===== src/design/ssr_pkg.sv =====
package ssr_pkg;

  // Bus geometry
  localparam int          ADR_W      = 8;
  localparam int          REG_W      = 16;
  localparam int          REG_COUNT  = 12;

  // Register indices; byte address is four times the index
  localparam logic [3:0]  IDX_STAB_TIME_SELECT = 4'h0;
  localparam logic [3:0]  IDX_PROG_STATUS_WORD = 4'h1;
  localparam logic [3:0]  IDX_CPU_CLOCK_CTRL   = 4'h2;
  localparam logic [3:0]  IDX_MEM_SIZE_SELECT  = 4'h3;
  localparam logic [3:0]  IDX_XRAM_SIZE_SELECT = 4'h4;
  localparam logic [3:0]  IDX_TIMER8_MODE_CTRL = 4'h5;
  localparam logic [3:0]  IDX_TIMER16_COUNT    = 4'h6;
  localparam logic [3:0]  IDX_TIMER16_CAPCMP   = 4'h7;
  localparam logic [3:0]  IDX_PERIPH_CTRL      = 4'h8;
  localparam logic [3:0]  IDX_PORT_LATCH       = 4'h9;
  localparam logic [3:0]  IDX_PORT_MODE        = 4'ha;
  localparam logic [3:0]  IDX_STATUS           = 4'hb;

  // Values loaded by reset processing
  localparam logic [15:0] RST_STAB_TIME_SELECT = 16'h0004;
  localparam logic [15:0] RST_PROG_STATUS_WORD = 16'h0002;
  localparam logic [15:0] RST_CPU_CLOCK_CTRL   = 16'h0004;
  localparam logic [15:0] RST_MEM_SIZE_SELECT  = 16'h00cf;
  localparam logic [15:0] RST_XRAM_SIZE_SELECT = 16'h000c;
  localparam logic [15:0] RST_TIMER8_MODE_CTRL = 16'h0004;
  localparam logic [15:0] RST_TIMER16          = 16'h0000;
  localparam logic [15:0] RST_CTRL_ZERO        = 16'h0000;
  localparam logic [15:0] RST_PORT_LATCH       = 16'h0000;
  localparam logic [15:0] RST_PORT_MODE        = 16'h00ff;

  localparam logic [15:0] RESET_VECTOR_ADDR    = 16'h0000;

  // Stabilisation: 2**17 main-clock periods after reset
  localparam int          RESET_STAB_LOG2      = 17;
  localparam int          CNT_W                = 18;

  localparam int          IRQ_N                = 8;

  typedef enum logic [2:0] {
    SSR_RUN, SSR_STOP, SSR_STAB_WAKE, SSR_RESET_HOLD, SSR_STAB_RESET
  } ssr_state_t;

  function automatic logic [15:0] ssr_reg_init(input logic [3:0] idx);
    case (idx)
      IDX_STAB_TIME_SELECT: ssr_reg_init = RST_STAB_TIME_SELECT;
      IDX_PROG_STATUS_WORD: ssr_reg_init = RST_PROG_STATUS_WORD;
      IDX_CPU_CLOCK_CTRL:   ssr_reg_init = RST_CPU_CLOCK_CTRL;
      IDX_MEM_SIZE_SELECT:  ssr_reg_init = RST_MEM_SIZE_SELECT;
      IDX_XRAM_SIZE_SELECT: ssr_reg_init = RST_XRAM_SIZE_SELECT;
      IDX_TIMER8_MODE_CTRL: ssr_reg_init = RST_TIMER8_MODE_CTRL;
      IDX_TIMER16_COUNT:    ssr_reg_init = RST_TIMER16;
      IDX_TIMER16_CAPCMP:   ssr_reg_init = RST_TIMER16;
      IDX_PORT_LATCH:       ssr_reg_init = RST_PORT_LATCH;
      IDX_PORT_MODE:        ssr_reg_init = RST_PORT_MODE;
      default:              ssr_reg_init = RST_CTRL_ZERO;
    endcase
  endfunction

  // Wake wait as a right shift of the reset wait: 2**12,14,15,16,17
  function automatic logic [2:0] ssr_wake_shift(input logic [2:0] sel);
    case (sel)
      3'h0:    ssr_wake_shift = 3'h5;
      3'h1:    ssr_wake_shift = 3'h3;
      3'h2:    ssr_wake_shift = 3'h2;
      3'h3:    ssr_wake_shift = 3'h1;
      default: ssr_wake_shift = 3'h0;
    endcase
  endfunction

endpackage


===== src/design/ssr_stop_reset.sv =====
`timescale 1ns/100ps
// Function
// - Stop only from main clock
// - Crystal output pulled up during stop
// - Pending unmasked request falls back, waits, resumes
// - Stop halts main oscillator and CPU, not subsystem oscillator
// - Port latches held during stop
// - Listed peripherals halted during stop
// - 8-bit timers run on external input only
// - Watch timer runs on selected subsystem clock
// - Serial on external clock; external irqs live
// - Interrupt wake waits, then service or next
// - Mask, priority, enable, in-service decide wake action
// - Reset in stop: wait then reset processing
// - Reset from stop keeps contents, pins float
// - Pin and watchdog give identical reset
// - Start at reset vector address
// - Pins float in reset and wait
// - Pin release waits 2**17 main clocks
// - Watchdog reset self-clears, same wait
// - Main oscillator off, subsystem on, in reset
// - Core registers take reset values
// - Timer and control registers take reset values
// - Standby keeps registers and port state
module ssr_stop_reset
  import ssr_pkg::*;
#(
  parameter int RESET_STAB_CYCLES = 2 ** RESET_STAB_LOG2
) (
  // Clock, reset, enable
  input  wire logic               mclk_in,
  input  wire logic               reset_in,
  input  wire logic               clk_en_in,
  // Wishbone slave
  input  wire logic               wb_cyc_in,
  input  wire logic               wb_stb_in,
  input  wire logic               wb_we_in,
  input  wire logic [ADR_W-1:0]   wb_adr_in,
  input  wire logic [3:0]         wb_sel_in,
  input  wire logic [31:0]        wb_dat_in,
  output logic      [31:0]        wb_dat_out,
  output logic                    wb_ack_out,
  // Reset sources
  input  wire logic               ext_reset_n_in,
  input  wire logic               wdt_overflow_in,
  // CPU and interrupt controller
  input  wire logic               stop_exec_in,
  input  wire logic               cpu_on_subclk_in,
  input  wire logic [IRQ_N-1:0]   irq_req_in,
  input  wire logic [IRQ_N-1:0]   irq_mask_flag_in,
  input  wire logic [IRQ_N-1:0]   irq_priority_flag_in,
  input  wire logic               irq_global_enable_in,
  input  wire logic               in_service_priority_in,
  // Peripheral clock selections
  input  wire logic [1:0]         timer5_ext_sel_in,
  input  wire logic               subclk_present_in,
  input  wire logic               watch_sel_subclk_in,
  input  wire logic               three_wire_serial_ext_clk_in,
  // Clock generator and pins
  output logic                    main_osc_en_out,
  output logic                    sub_osc_en_out,
  output logic                    cpu_clk_en_out,
  output logic                    crystal_output_pin_pullup_out,
  output logic                    port_hiz_out,
  output logic [7:0]              port_latch_out,
  output logic [7:0]              port_mode_out,
  // Peripheral run enables
  output logic                    timer16_run_out,
  output logic                    wdt_run_out,
  output logic                    adc_run_out,
  output logic                    uart_run_out,
  output logic                    vehicle_net_run_out,
  output logic                    sound_run_out,
  output logic                    lcd_run_out,
  output logic [1:0]              timer8_run_out,
  output logic                    watch_run_out,
  output logic                    three_wire_serial_run_out,
  output logic                    ext_irq_detect_en_out,
  // CPU sequencing
  output logic                    core_reset_out,
  output logic                    pc_load_out,
  output logic [15:0]             reset_vector_addr_out,
  output logic                    irq_service_out,
  output logic                    next_instr_out
);

  ssr_state_t         state_q, state_d;
  logic [CNT_W-1:0]   cnt_q, cnt_d;
  logic               pin_meta_q, pin_sync_q;
  logic               from_stop_q, from_stop_d;
  logic               high_pri_q, high_pri_d;
  logic               ack_q;
  logic [31:0]        rdat_q;
  logic [REG_W-1:0]   regs_q [REG_COUNT];
  logic               svc_q, next_q, pcld_q;

  wire logic [IRQ_N-1:0] unmasked   = irq_req_in & ~irq_mask_flag_in;
  wire logic             pend       = |unmasked;
  wire logic             pend_high  = |(unmasked & ~irq_priority_flag_in);
  wire logic             reset_req  = !pin_sync_q || wdt_overflow_in;
  wire logic             stop_ok    = stop_exec_in && !cpu_on_subclk_in;
  wire logic [CNT_W-1:0] reset_wait = CNT_W'(RESET_STAB_CYCLES);
  wire logic [CNT_W-1:0] wake_wait  =
    reset_wait >> ssr_wake_shift(regs_q[IDX_STAB_TIME_SELECT][2:0]);
  wire logic             cnt_done   = (cnt_q == CNT_W'(1));
  wire logic             in_run     = (state_q == SSR_RUN);
  wire logic             in_stop    = (state_q == SSR_STOP);
  wire logic             in_rst     = (state_q == SSR_RESET_HOLD)
                                   || (state_q == SSR_STAB_RESET);
  wire logic             wake_end   = (state_q == SSR_STAB_WAKE) && cnt_done;
  wire logic             rst_end    = (state_q == SSR_STAB_RESET) && cnt_done;
  wire logic             svc_take   = irq_global_enable_in
                                   && (high_pri_q || in_service_priority_in);
  // Registers load reset values unless reset leaves stop; then at end of wait
  wire logic             reg_init   = (reset_req && !from_stop_d)
                                   || (rst_end && from_stop_q);

  // Bus decode
  wire logic             bus_req    = wb_cyc_in && wb_stb_in;
  wire logic [3:0]       bus_idx    = wb_adr_in[5:2];
  wire logic             bus_hit    = (wb_adr_in[ADR_W-1:6] == '0)
                                   && (bus_idx < 4'(REG_COUNT));
  wire logic             bus_wr     = bus_req && ack_q && wb_we_in && bus_hit
                                   && (bus_idx != IDX_STATUS);
  wire logic [15:0]      status_word = {9'h000, pend, !pin_sync_q, from_stop_q,
                                        1'b0, state_q};
  wire logic [15:0]      bus_rd     = !bus_hit ? 16'h0000
                                   : (bus_idx == IDX_STATUS) ? status_word
                                   : regs_q[bus_idx];

  // Next state
  always_comb begin
    state_d     = state_q;
    cnt_d       = (cnt_q > CNT_W'(1)) ? cnt_q - CNT_W'(1) : cnt_q;
    from_stop_d = from_stop_q;
    high_pri_d  = high_pri_q;
    if (reset_req) begin
      state_d = SSR_RESET_HOLD;
      if (!in_rst) begin
        from_stop_d = in_stop;
      end
    end else begin
      unique case (state_q)
        SSR_RUN: begin
          if (stop_ok) begin
            high_pri_d = pend_high;
            state_d    = pend ? SSR_STAB_WAKE : SSR_STOP;
            cnt_d      = wake_wait;
          end
        end
        SSR_STOP: begin
          if (pend) begin
            high_pri_d = pend_high;
            state_d    = SSR_STAB_WAKE;
            cnt_d      = wake_wait;
          end
        end
        SSR_STAB_WAKE: begin
          if (cnt_done) begin
            state_d = SSR_RUN;
          end
        end
        SSR_RESET_HOLD: begin
          state_d = SSR_STAB_RESET;
          cnt_d   = reset_wait;
        end
        SSR_STAB_RESET: begin
          if (cnt_done) begin
            state_d     = SSR_RUN;
            from_stop_d = 1'b0;
          end
        end
      endcase
    end
  end

  always_ff @(posedge mclk_in) begin
    if (reset_in) begin
      pin_meta_q <= 1'b1;
      pin_sync_q <= 1'b1;
    end else if (clk_en_in) begin
      pin_meta_q <= ext_reset_n_in;
      pin_sync_q <= pin_meta_q;
    end
  end

  always_ff @(posedge mclk_in) begin
    if (reset_in) begin
      state_q     <= SSR_STAB_RESET;
      cnt_q       <= CNT_W'(RESET_STAB_CYCLES);
      from_stop_q <= 1'b0;
      high_pri_q  <= 1'b0;
    end else if (clk_en_in) begin
      state_q     <= state_d;
      cnt_q       <= cnt_d;
      from_stop_q <= from_stop_d;
      high_pri_q  <= high_pri_d;
    end
  end

  // Sequencing pulses
  always_ff @(posedge mclk_in) begin
    if (reset_in) begin
      svc_q  <= 1'b0;
      next_q <= 1'b0;
      pcld_q <= 1'b0;
    end else if (clk_en_in) begin
      svc_q  <= !reset_req && wake_end && svc_take;
      next_q <= !reset_req && wake_end && !svc_take;
      pcld_q <= !reset_req && rst_end;
    end
  end

  // Register file
  always_ff @(posedge mclk_in) begin
    if (reset_in || (clk_en_in && reg_init)) begin
      for (int i = 0; i < REG_COUNT; i++) begin
        regs_q[i] <= ssr_reg_init(4'(i));
      end
    end else if (clk_en_in && bus_wr
                 && (in_run || bus_idx != IDX_PORT_LATCH)) begin
      if (wb_sel_in[0]) begin
        regs_q[bus_idx][7:0] <= wb_dat_in[7:0];
      end
      if (wb_sel_in[1] && (bus_idx == IDX_TIMER16_COUNT
                           || bus_idx == IDX_TIMER16_CAPCMP)) begin
        regs_q[bus_idx][15:8] <= wb_dat_in[15:8];
      end
    end
  end

  // Wishbone answer: ack one cycle after request, write at the ack edge
  always_ff @(posedge mclk_in) begin
    if (reset_in) begin
      ack_q  <= 1'b0;
      rdat_q <= 32'h0000_0000;
    end else if (clk_en_in) begin
      ack_q  <= bus_req && !ack_q;
      rdat_q <= {16'h0000, bus_rd};
    end
  end

  assign wb_ack_out    = ack_q;
  assign wb_dat_out    = rdat_q;

  // Clock generator and pins
  assign main_osc_en_out  = !in_stop && (state_q != SSR_RESET_HOLD);
  assign sub_osc_en_out   = 1'b1;
  assign cpu_clk_en_out   = in_run;
  assign crystal_output_pin_pullup_out = in_stop;
  assign port_hiz_out     = in_rst;
  assign port_latch_out   = regs_q[IDX_PORT_LATCH][7:0];
  assign port_mode_out    = regs_q[IDX_PORT_MODE][7:0];

  // Peripheral enables: run state drives them all; 8-bit timers, watch and serial may also run in stop, ext irq detect runs outside reset
  assign timer16_run_out      = in_run;
  assign wdt_run_out          = in_run;
  assign adc_run_out          = in_run;
  assign uart_run_out         = in_run;
  assign vehicle_net_run_out  = in_run;
  assign sound_run_out        = in_run;
  assign lcd_run_out          = in_run;
  assign timer8_run_out       = {2{in_run}} | ({2{in_stop}} & timer5_ext_sel_in);
  assign watch_run_out        = in_run
                             || (in_stop && subclk_present_in && watch_sel_subclk_in);
  assign three_wire_serial_run_out = in_run || (in_stop && three_wire_serial_ext_clk_in);
  assign ext_irq_detect_en_out = !in_rst;

  assign core_reset_out        = in_rst;
  assign pc_load_out           = pcld_q;
  assign reset_vector_addr_out = RESET_VECTOR_ADDR;
  assign irq_service_out       = svc_q;
  assign next_instr_out        = next_q;
endmodule


===== config.mk =====
export PLATFORM = sky130hd
export DESIGN_NAME = ssr_stop_reset
export DESIGN_NICKNAME = d
export VERILOG_FILES = /design/src/design/ssr_pkg.sv /design/src/design/ssr_stop_reset.sv
export SDC_FILE = /design/constraint.sdc
export NUM_CORES = 1
export LEC_CHECK = 0
export BUFFER_PORTS_ARGS = -buffer_cell sky130_fd_sc_hd__buf_2
export CORE_MARGIN = 4
export CORE_UTILIZATION = 60
export DETAILED_ROUTE_END_ITERATION = 10
export PLACE_DENSITY = 0.9
export SLEW_MARGIN = 30
export SYNTH_ARGS = -nofsm -noshare
export SYNTH_HDL_FRONTEND = slang
export SYNTH_SLANG_ARGS = --single-unit

===== constraint.sdc =====
create_clock -name mclk_in -period 4.5 [get_ports mclk_in]
set_clock_uncertainty 0.2 [all_clocks]
set_input_delay 0 -clock mclk_in [delete_from_list [all_inputs] [get_ports mclk_in]]
set_output_delay 0 -clock mclk_in [all_outputs]
set_load 0.01 [all_outputs]

==> results of run 1 <==
critical path, delay by kind of cell, from the launching register on:
family                 cells  cell delay [ns]
buffers and inverters      1             0.60
AND/OR/NAND/NOR            4             1.53
AO/OA/AOI/OAI              2             1.06
flip-flops                 1             0.49
power by group through the flow:
| stage | Clock, uW | Combinational (uW) | Sequential [uW] |
|---|---|---|---|
| final | 2000 | 769 | 2570 |
| after detailed placement | 0 | 712 | 2610 |
| after floorplan | 0 | 570 | 2570 |
| after CTS | 1990 | 752 | 2570 |
| after global routing | 2100 | 837 | 2590 |
| after global placement | 0 | 687 | 2600 |
flip-flops by register name, summed over array words and instances (netlist names):
name / flops
regs_q: 186
irq_service_out: 1
wb_dat_out: 16
state_q: 3
pc_load_out: 1
wb_ack_out: 1
pin_sync_q: 1
cnt_q: 18
high_pri_q: 1
next_instr_out: 1
pin_meta_q: 1
from_stop_q: 1
cells in the mapped netlist, types with 3 or more instances:
library cell and instances:
sky130_fd_sc_hd__xnor2_1 4, sky130_fd_sc_hd__nor3_1 12, sky130_fd_sc_hd__o221ai_1 10, sky130_fd_sc_hd__and2_1 6
sky130_fd_sc_hd__or3_1 4, sky130_fd_sc_hd__o22ai_1 6, sky130_fd_sc_hd__nand3_1 21, sky130_fd_sc_hd__mux2i_1 12
sky130_fd_sc_hd__nand3b_1 6, sky130_fd_sc_hd__clkbuf_1 23, sky130_fd_sc_hd__xor2_1 6, sky130_fd_sc_hd__nor2_1 110
sky130_fd_sc_hd__buf_1 6, sky130_fd_sc_hd__a22o_1 10, sky130_fd_sc_hd__nand4_1 14, sky130_fd_sc_hd__o211ai_1 4
sky130_fd_sc_hd__dfxtp_1 45, sky130_fd_sc_hd__a31oi_1 8, sky130_fd_sc_hd__o31ai_1 4, sky130_fd_sc_hd__o21ai_0 30
sky130_fd_sc_hd__nand2b_1 14, sky130_fd_sc_hd__clkinv_1 3, sky130_fd_sc_hd__inv_1 20, sky130_fd_sc_hd__buf_2 10
sky130_fd_sc_hd__a221oi_1 3, sky130_fd_sc_hd__mux4_2 42, sky130_fd_sc_hd__or2_2 5, sky130_fd_sc_hd__buf_4 59
sky130_fd_sc_hd__a21o_1 4, sky130_fd_sc_hd__nand2_1 69, sky130_fd_sc_hd__a21oi_1 19, sky130_fd_sc_hd__nor2b_1 11
sky130_fd_sc_hd__mux2_2 6, sky130_fd_sc_hd__and3_1 9, sky130_fd_sc_hd__a2111oi_0 3, sky130_fd_sc_hd__edfxtp_1 186
stage by stage:
stage / setup WS [ns] / hold WS [ns] / std cells / instance area (um2) / total power (uW)
final: 0.359 / 0.0272 / 1320 / 12900 / 5340
after global placement: 1.10 / 0.0399 / 1221 / 11600 / 3290
after detailed placement: 1.06 / 0.0468 / 1221 / 11600 / 3320
after CTS: 0.539 / 0.0163 / 1318 / 12900 / 5320
after global routing: 0.193 / 0.0647 / 1318 / 12900 / 5520
after floorplan: 1.62 / -0.0716 / 961 / 11200 / 3140
routing by layer:
layer	up-vias	part of all wire	GRT usage
met5	-	0	0
met2	550	0.50	0.446
met4	0	0.032	0.0864
met1	3792	0.36	0.346
met3	84	0.11	0.0534
li1	3465	-	-
worst min-delay path by stage:
stage | from | to | cells after the start
after global placement | ext_reset_n_in | pin_meta_q | 3
after CTS | irq_req_in[6] | state_q[0] | 6
after floorplan | ext_reset_n_in | pin_meta_q | 2
after global routing | irq_req_in[6] | state_q[0] | 6
after detailed placement | ext_reset_n_in | pin_meta_q | 3
final | irq_req_in[6] | state_q[0] | 6
cell families after synthesis:
group	Yosys count	share of synthesized area
AOI/OAI and AO/OA	122	0.0811
muxes	60	0.105
buffers and inverters	121	0.0638
and+or+nand+nor	300	0.137
xor gates and xnor gates	10	0.00812
DFF	231	0.602
other	2	0.000697
adders and majority gates	2	0.00232
repair_timing:
item                                    in CTS  in global routing
hold buffers                                53                  0
setup buffers                                0                  0
hold endpoints to repair                   128                  0
endpoints found under the setup margin       0                  0
final cells by class:
cell class,count,area (um2),area share
diodes,2,5.00,0.000387
clock buffers,25,614,0.0475
clock inverters,19,185,0.0143
inverters,23,86.3,0.00668
multi-input cells,609,4030,0.312
flip-flops and latches,231,6490,0.502
well taps,225,282,0.0218
repair buffers,186,1240,0.0958
cell usage in the layout, fill, tap and decap left out, drive strengths merged, types with 3 or more instances in the layout:
cell type and count:
clkinv 16, o22ai 6, buf 133, nand2b 15, dfxtp 45, nand3b 6, or3 4, nand2 69
xnor2 4, and2 6, o221ai 10, inv 21, nand3 23, nor2b 11, clkbuf 25, o211ai 4
a2111oi 3, nor3b 3, mux2 6, nand4 15, a221oi 3, mux2i 12, o21ai 30, a22o 10
and3 9, or2 5, a21o 4, bufinv 3, a31oi 8, a21oi 20, nor2 110, mux4 42
conb 115, dlygate4sd3 53, nor3 13, edfxtp 186, xor2 6, o31ai 4
==> impl_metrics.env, run 1 <==
export IMPL_regToRegEndpoint="regs_q[3][0]"
export IMPL_gp_weighted_congestion=0.886
export IMPL_critPathCapture="regs_q[3][0]"
export IMPL_final_util=0.740
export IMPL_placement_io_buffers=117
export IMPL_min_period_over_period=0.920
export IMPL_top_level_port_count=171
export IMPL_synth_largest_type_area_fraction=0.518
export IMPL_wire_per_inst_um=20.3
export IMPL_antenna_left=0
export IMPL_achievable_frequency_ghz=0.241
export IMPL_grt_util_all_layers=0.264
export IMPL_final_setup_tns_ns=0
export IMPL_r2r_worst_path_cells=7
export IMPL_via_count=7891
export IMPL_layout_filler_cells=1030
export IMPL_floorplan_die_height_um=142
export IMPL_cts_tree="yes"
export IMPL_final_max_slew_viols=0
export IMPL_ys_seq_area_frac=0.602
export IMPL_postSynthCellCount=848
export IMPL_ys_ff_latch=231
export IMPL_ir_drop_v=0.000342
export IMPL_yosysUniqueCellTypes=70
export IMPL_postCtsResizedCells=0
export IMPL_die_x_um=142
export IMPL_ys_warnings_count=0
export IMPL_clock_latency_on_the_worst_skew_pair_ns=0.53
export IMPL_clock_power_share=0.374
export IMPL_netSwitchingPower_uw=1380
export IMPL_cap_violations=0
export IMPL_grt_pass1_wl_um=41800
export IMPL_setup_repair_after_global_routing_missed_its_margin="false"
export IMPL_p_per_area_nw_per_um2=413
export IMPL_timing_critical_path_arrival_ns=4.22
export IMPL_status="complete, no violations"
export IMPL_layout_area_overhead_vs_synth_pct=19.9
export IMPL_critical_path_peak_fanout=17
export IMPL_route_detailed_drc=0
export IMPL_critPathRequiredTime_ns=4.57
export IMPL_tritoncts_num_buffers=24
export IMPL_switching_share=0.259
export IMPL_synth_main_ff_cell="sky130_fd_sc_hd__edfxtp_1"
export IMPL_timing_slew_headroom=0.411
export IMPL_synth_enable_flop_cells=186
export IMPL_total_leakage_power_uw=0.00495
export IMPL_report_final_setup_viol=0
export IMPL_power_internal_uw=3950
export IMPL_reg2reg_setup_slack_ns=0.36
export IMPL_synth_area_per_cell_um2=12.7
export IMPL_tightest_slew_ns=0.880
export IMPL_synth_area_top_cells="sky130_fd_sc_hd__edfxtp_1 52%, sky130_fd_sc_hd__mux4_2 8.8%, sky130_fd_sc_hd__dfxtp_1 8.4%"
export IMPL_htree_num_levels=1
export IMPL_cts_clk_slew_worst_paths_ns=0.07
export IMPL_drt_wl_total_um=26800
export IMPL_launching_instance_or_port_of_the_critical_path="state_q[2]"
export IMPL_max_root_sink_buffers=3
export IMPL_yosys_area_top_type="sky130_fd_sc_hd__edfxtp_1"
export IMPL_grt_antenna_before_repair=0
export IMPL_via_cell_ratio=5.98
export IMPL_fp_row_count=48
export IMPL_critical_path_endpoint_type="flop"
export IMPL_drt_pass1_iter_count=5
export IMPL_largest_net_degree_at_the_start_of_global_routing=34
export IMPL_post_dp_hpwl_um=17300
export IMPL_tritoncts_num_sinks=231
export IMPL_final_min_clock_period_ns=4.14
export IMPL_cp_cell_sequence="nor3_4, nand2b_2, a311oi_4, o311a_2, nor4b_4, nand3b_1, dlygate4sd3_1"
export IMPL_holdCritPathClass="in -> reg"
export IMPL_rr_startpoint="state_q[2]"
export IMPL_overflow=0
export IMPL_placeableCoreArea_um2=17500
export IMPL_finalHoldViolations=0
export IMPL_fp_dieArea_um2=20200
export IMPL_async_flop_share=0
export IMPL_nNetsFinal=1162
export IMPL_pwr_share_comb=0.144
export IMPL_cpPeakStageDelay_ns=0.67
export IMPL_critPathLaunchType="flop"
export IMPL_clock_tree_root_cell="sky130_fd_sc_hd__clkbuf_16"
export IMPL_post_route_cells_drive_above_1_share=0.217
export IMPL_post_synth_instance_area_um2=10800
export IMPL_critPathSlowestCell="sky130_fd_sc_hd__nor3_4"
export IMPL_critPathKind="reg -> reg"
export IMPL_grt_pass1_vias=7780
export IMPL_initial_utilization=0.617
export IMPL_first_iter_violations=1004
export IMPL_sequentialPowerShare=0.482
(Power assumes the default switching activity.)
==> run 2: changes to the inputs <==
- CORE_UTILIZATION: 60 -> 45
- PLACE_DENSITY: 0.9 -> 0.72
==> run 2 against run 1 <==
Net effect:
- count of clock-buffer cells in the layout up 14
- clock power down 5%
- sequential power about the same
- critical path depth unchanged
- critical endpoint unchanged
- largest cell class unchanged
==> impl_metrics.env, run 2 (synthesis results as in run 1) <==
export IMPL_status="complete, no violations"
export IMPL_placeableCoreArea_um2=23500
export IMPL_achievable_frequency_ghz=0.249
export IMPL_total_leakage_power_uw=0.00497
export IMPL_finalHoldViolations=0
export IMPL_final_min_clock_period_ns=4.02
export IMPL_cts_hold_buffers_added=54
export IMPL_setup_repair_bufs_after_cts=0
export IMPL_placement_io_buffers=117
export IMPL_grt_pass1_wl_um=40100
export IMPL_max_root_sink_buffers=3
export IMPL_wire_per_inst_um=18.3
export IMPL_ir_drop_v=0.000305
export IMPL_clock_latency_on_the_worst_skew_pair_ns=0.51
export IMPL_timing_critical_path_arrival_ns=4.08
export IMPL_critPathKind="reg -> reg"
export IMPL_first_iter_violations=644
export IMPL_fp_dieArea_um2=26500
export IMPL_drt_wl_total_um=25900
export IMPL_final_max_slew_viols=0
export IMPL_cts_tree="yes"
export IMPL_grt_antenna_before_repair=0
export IMPL_regMostFlops="regs_q"
export IMPL_tightest_slew_ns=0.921
export IMPL_post_route_cells_drive_above_1_share=0.219
export IMPL_critical_path_peak_fanout=17
export IMPL_final_setup_tns_ns=0
export IMPL_initial_utilization=0.458
export IMPL_finalPower_uw=5230
export IMPL_htree_num_levels=1
export IMPL_top_level_port_count=171
export IMPL_largest_register_ffs=186
export IMPL_grt_pass1_vias=7340
export IMPL_critPathLaunchType="flop"
export IMPL_critPathRequiredTime_ns=4.56
export IMPL_largest_net_degree_at_the_start_of_global_routing=57
export IMPL_cap_violations=0
export IMPL_die_x_um=163
export IMPL_min_period_over_period=0.893
export IMPL_nNetsFinal=1167
export IMPL_clock_tree_root_cell="sky130_fd_sc_hd__clkbuf_16"
export IMPL_grt_util_all_layers=0.192
export IMPL_fp_row_count=56
export IMPL_final_util=0.554
export IMPL_via_count=7472
export IMPL_setup_repair_after_global_routing_missed_its_margin="false"
export IMPL_antenna_left=0
export IMPL_mostFrequentLayoutCells="186 x sky130_fd_sc_hd__edfxtp_1, 116 x sky130_fd_sc_hd__buf_2, 115 x sky130_fd_sc_hd__conb_1"
export IMPL_tritoncts_num_sinks=231
export IMPL_overflow=0
export IMPL_report_final_setup_viol=0
export IMPL_floorplan_die_height_um=163
export IMPL_cts_clk_slew_worst_paths_ns=0.06
export IMPL_postCtsResizedCells=0
export IMPL_antenna_diode_count=0
export IMPL_most_common_cell_after_layout_fill_and_taps_aside="sky130_fd_sc_hd__edfxtp_1"
export IMPL_gp_weighted_congestion=0.858
export IMPL_tritoncts_num_buffers=24
export IMPL_p_per_area_nw_per_um2=401
export IMPL_critical_path_endpoint_type="flop"
export IMPL_post_dp_hpwl_um=17500
export IMPL_layout_area_overhead_vs_synth_pct=21.0
export IMPL_route_detailed_drc=0
export IMPL_via_cell_ratio=5.27
export IMPL_drt_pass1_iter_count=5
export IMPL_holdCritPathClass="in -> reg"
export IMPL_timing_slew_headroom=0.384
## run 2: cell types whose count changed in the layout (fill, tap and decap cells not counted), sizes merged
cell / previous run / this run
clkbuf: 25 / 39
clkinv: 16 / 7
buf: 133 / 137
bufinv: 3 / 0
clkinvlp: 2 / 0
diode: 2 / 0
dlygate4sd3: 53 / 54
## run 2: per-layer routing
metal,GRT usage,up-vias,part of all wire
met4,0.0621,0,0.025
met2,0.321,327,0.49
met5,0,-,0
li1,-,3477,-
met3,0.0326,47,0.081
met1,0.258,3621,0.41
## run 2: area by class of cell
| type | count | area [um2] |
|---|---|---|
| clock buffer | 39 | 738 |
| clock inverter | 5 | 26.3 |
| fill | 1944 | 10500 |
| inverter | 23 | 86.3 |
| multi-input combinational | 609 | 4030 |
| sequential | 231 | 6490 |
| tap | 319 | 399 |
| timing repair buffer | 191 | 1280 |
## run 2: report_power, final
part	internal, uW	leakage (uW)	switching [uW]
Combinational	319	0.00236	439
Sequential	2470	0.00223	95.6
Clock	1120	0.000381	785
Total	3910	0.00497	1320
## run 2: worst max-delay path, cell delays in order (launching register included)
cell and delay, ns:
sky130_fd_sc_hd__dfxtp_1 0.49, sky130_fd_sc_hd__nor3_4 0.62, sky130_fd_sc_hd__nand2b_2 0.13, sky130_fd_sc_hd__a311oi_4 0.52
sky130_fd_sc_hd__o311a_2 0.53, sky130_fd_sc_hd__nor4b_4 0.54, sky130_fd_sc_hd__nand3b_1 0.14, sky130_fd_sc_hd__dlygate4sd3_1 0.58
## run 2: path summary, 6_finish.rpt
path,start,to,slack [ns],cells after the start
max,state_q[2],regs_q[3][0],0.48,7
min,wb_sel_in[1],regs_q[6][9],0.02,4
max reg2reg,state_q[2],regs_q[3][0],0.48,7
min reg2reg,wb_dat_out[2],wb_dat_out[2],0.26,2
## run 2: stage by stage
stage                     hold slack (ns)  instances  worst slack (ns)  area, um2
final                              0.0191       1417             0.480      13000
after global routing               0.0479       1417             0.296      13000
after CTS                         0.00316       1417             0.543      13000
after detailed placement           0.0307       1319             0.968      11700
after global placement             0.0284       1319              1.02      11700
after floorplan                   -0.0716        961              1.62      11200
==> run 3: changes to the inputs <==
==> constraint.sdc (replaced) <==
create_clock -name mclk_in -period 4.5 [get_ports mclk_in]
set_clock_uncertainty 0.2 [all_clocks]
set_input_delay 0.225 -clock mclk_in [delete_from_list [all_inputs] [get_ports mclk_in]]
set_output_delay 0.225 -clock mclk_in [all_outputs]
set_load 0.01 [all_outputs]
==> run 3 against run 2 <==
Net effect:
- non-clock buffer count shrank 20
- clock power grew 12%
- die area is the same
- wire length shrank 2.3%
==> impl_metrics.env, run 3 (synthesis results as in run 1) <==
export IMPL_status="complete, no violations"
export IMPL_clock_power_share=0.391
export IMPL_final_setup_tns_ns=0
export IMPL_fp_dieArea_um2=26500
export IMPL_regToRegEndpoint="regs_q[0][2]"
export IMPL_place_worst_setup_slack_ns=1.01
export IMPL_cap_violations=0
export IMPL_first_iter_violations=547
export IMPL_launching_instance_or_port_of_the_critical_path="state_q[2]"
export IMPL_overflow=0
export IMPL_report_final_setup_viol=0
export IMPL_clock_tree_root_cell="sky130_fd_sc_hd__clkbuf_16"
export IMPL_grt_pass1_wl_um=39500
export IMPL_antenna_diode_count=0
export IMPL_grt_antenna_before_repair=1
export IMPL_max_root_sink_buffers=3
export IMPL_layout_filler_cells=1965
export IMPL_cts_clk_slew_worst_paths_ns=0.06
export IMPL_pwr_share_comb=0.138
export IMPL_finalPower_uw=5440
export IMPL_ir_drop_v=0.000290
export IMPL_critPathRequiredTime_ns=4.55
export IMPL_total_leakage_power_uw=0.00493
export IMPL_clock_latency_on_the_worst_skew_pair_ns=0.53
export IMPL_rr_startpoint="state_q[2]"
export IMPL_placeableCoreArea_um2=23500
export IMPL_largest_net_degree_at_the_start_of_global_routing=38
export IMPL_route_detailed_drc=0
export IMPL_initial_utilization=0.458
export IMPL_critical_path_peak_fanout=17
export IMPL_die_x_um=163
export IMPL_switching_share=0.251
export IMPL_critPathCapture="regs_q[0][2]"
export IMPL_grt_pass1_vias=7204
export IMPL_min_delay_path_depth=4
export IMPL_reg2reg_setup_slack_ns=0.97
export IMPL_tritoncts_num_sinks=231
export IMPL_post_dp_hpwl_um=17700
export IMPL_critPathKind="reg -> reg"
export IMPL_finalHoldViolations=0
export IMPL_netSwitchingPower_uw=1360
export IMPL_achievable_frequency_ghz=0.283
export IMPL_placement_io_buffers=117
export IMPL_nNetsFinal=1148
export IMPL_most_common_cell_after_layout_fill_and_taps_aside="sky130_fd_sc_hd__edfxtp_1"
export IMPL_final_max_slew_viols=0
export IMPL_gp_weighted_congestion=0.854
export IMPL_timing_critical_path_arrival_ns=3.58
export IMPL_mostFrequentLayoutCells="186 x sky130_fd_sc_hd__edfxtp_1, 116 x sky130_fd_sc_hd__buf_2, 115 x sky130_fd_sc_hd__conb_1"
export IMPL_tritoncts_num_buffers=25
export IMPL_min_period_over_period=0.784
export IMPL_htree_num_levels=1
export IMPL_wire_per_inst_um=18.1
export IMPL_largest_register_ffs=186
export IMPL_holdWs_ns=0.0183
export IMPL_critPathLaunchType="flop"
export IMPL_final_util=0.549
export IMPL_floorplan_die_height_um=163
export IMPL_power_internal_uw=4080
export IMPL_regMostFlops="regs_q"
export IMPL_grt_util_all_layers=0.190
export IMPL_drt_pass1_iter_count=5
export IMPL_fp_row_count=56
export IMPL_timing_slew_headroom=0.426
export IMPL_tightest_slew_ns=0.854
export IMPL_p_per_area_nw_per_um2=421
export IMPL_setup_repair_after_global_routing_missed_its_margin="false"
export IMPL_r2r_worst_path_cells=6
export IMPL_final_min_clock_period_ns=3.53
export IMPL_holdCritPathClass="in -> reg"
export IMPL_top_level_port_count=171
export IMPL_post_route_cells_drive_above_1_share=0.225
export IMPL_antenna_left=0
export IMPL_via_cell_ratio=5.27
export IMPL_via_count=7373
export IMPL_cts_tree="yes"
export IMPL_layout_area_overhead_vs_synth_pct=20.0
export IMPL_drt_wl_total_um=25300
export IMPL_sequentialPowerShare=0.472
export IMPL_finalWorstSetupSlack_ns=0.972
export IMPL_critical_path_endpoint_type="flop"
==> run 3: cell types whose count changed in the layout (fill, tap and decap cells not counted), sizes merged <==
cell | previous run | this run
bufinv | 0 | 4
clkinvlp | 0 | 1
clkbuf | 39 | 35
clkinv | 7 | 8
buf | 137 | 139
dlygate4sd3 | 54 | 32
==> run 3: repair_timing <==
| action | in CTS | in global routing |
|---|---|---|
| endpoints found under the hold margin | 54 | 0 |
| setup buffers | 0 | 0 |
| gates resized for setup | 0 | 0 |
| hold buffers | 32 | 0 |
==> run 3: worst min path at each step <==
stage	startpoint	end	slack, ns
after floorplan	ext_reset_n_in	pin_meta_q	0.15
after global placement	pc_load_out	pc_load_out	0.25
after detailed placement	pc_load_out	pc_load_out	0.25
after CTS	wdt_overflow_in	from_stop_q	0.01
after global routing	wdt_overflow_in	from_stop_q	0.04
final	wdt_overflow_in	from_stop_q	0.02
==> run 3: cell type report <==
type	instances	area, um2	share of cell area
flip-flops and latches	231	6490	0.501
well taps	319	399	0.0309
repair buffers	171	1070	0.0830
clock buffers	35	683	0.0528
multi-input cells	609	4030	0.312
clock inverters	11	175	0.0135
inverters	23	86.3	0.00667
==> run 3: critical path, cell delays in order, from the launching register on <==
cell and delay (ns):
sky130_fd_sc_hd__dfxtp_1 0.49, sky130_fd_sc_hd__nor3_4 0.64, sky130_fd_sc_hd__nand2b_2 0.14, sky130_fd_sc_hd__a311oi_4 0.52
sky130_fd_sc_hd__nand3_1 0.23, sky130_fd_sc_hd__o31ai_1 0.74, sky130_fd_sc_hd__buf_4 0.27
==> run 3: stage by stage <==
stage	instance area, um2	instances
4_1_cts	12900	1399
5_1_grt	12900	1399
3_3_place_gp	11800	1321
6_report	12900	1399
2_1_floorplan	11200	961
3_5_place_dp	11800	1321
==> run 3: power groups by stage <==
| stage | sequential, uW | clock [uW] | combinational, uW |
|---|---|---|---|
| final | 2570 | 2130 | 749 |
| after global routing | 2580 | 2250 | 828 |
| after CTS | 2570 | 2160 | 745 |
| after detailed placement | 2610 | 0 | 720 |
| after global placement | 2600 | 0 | 708 |
| after floorplan | 2570 | 0 | 570 |
==> run 3: routing by layer <==
metal  GRT usage  up-vias  part of all wire
met5           0        -           0.00051
met4      0.0538        2             0.022
met3      0.0357       42             0.078
met2       0.321      311              0.50
met1       0.253     3584              0.40
li1            -     3434                 -
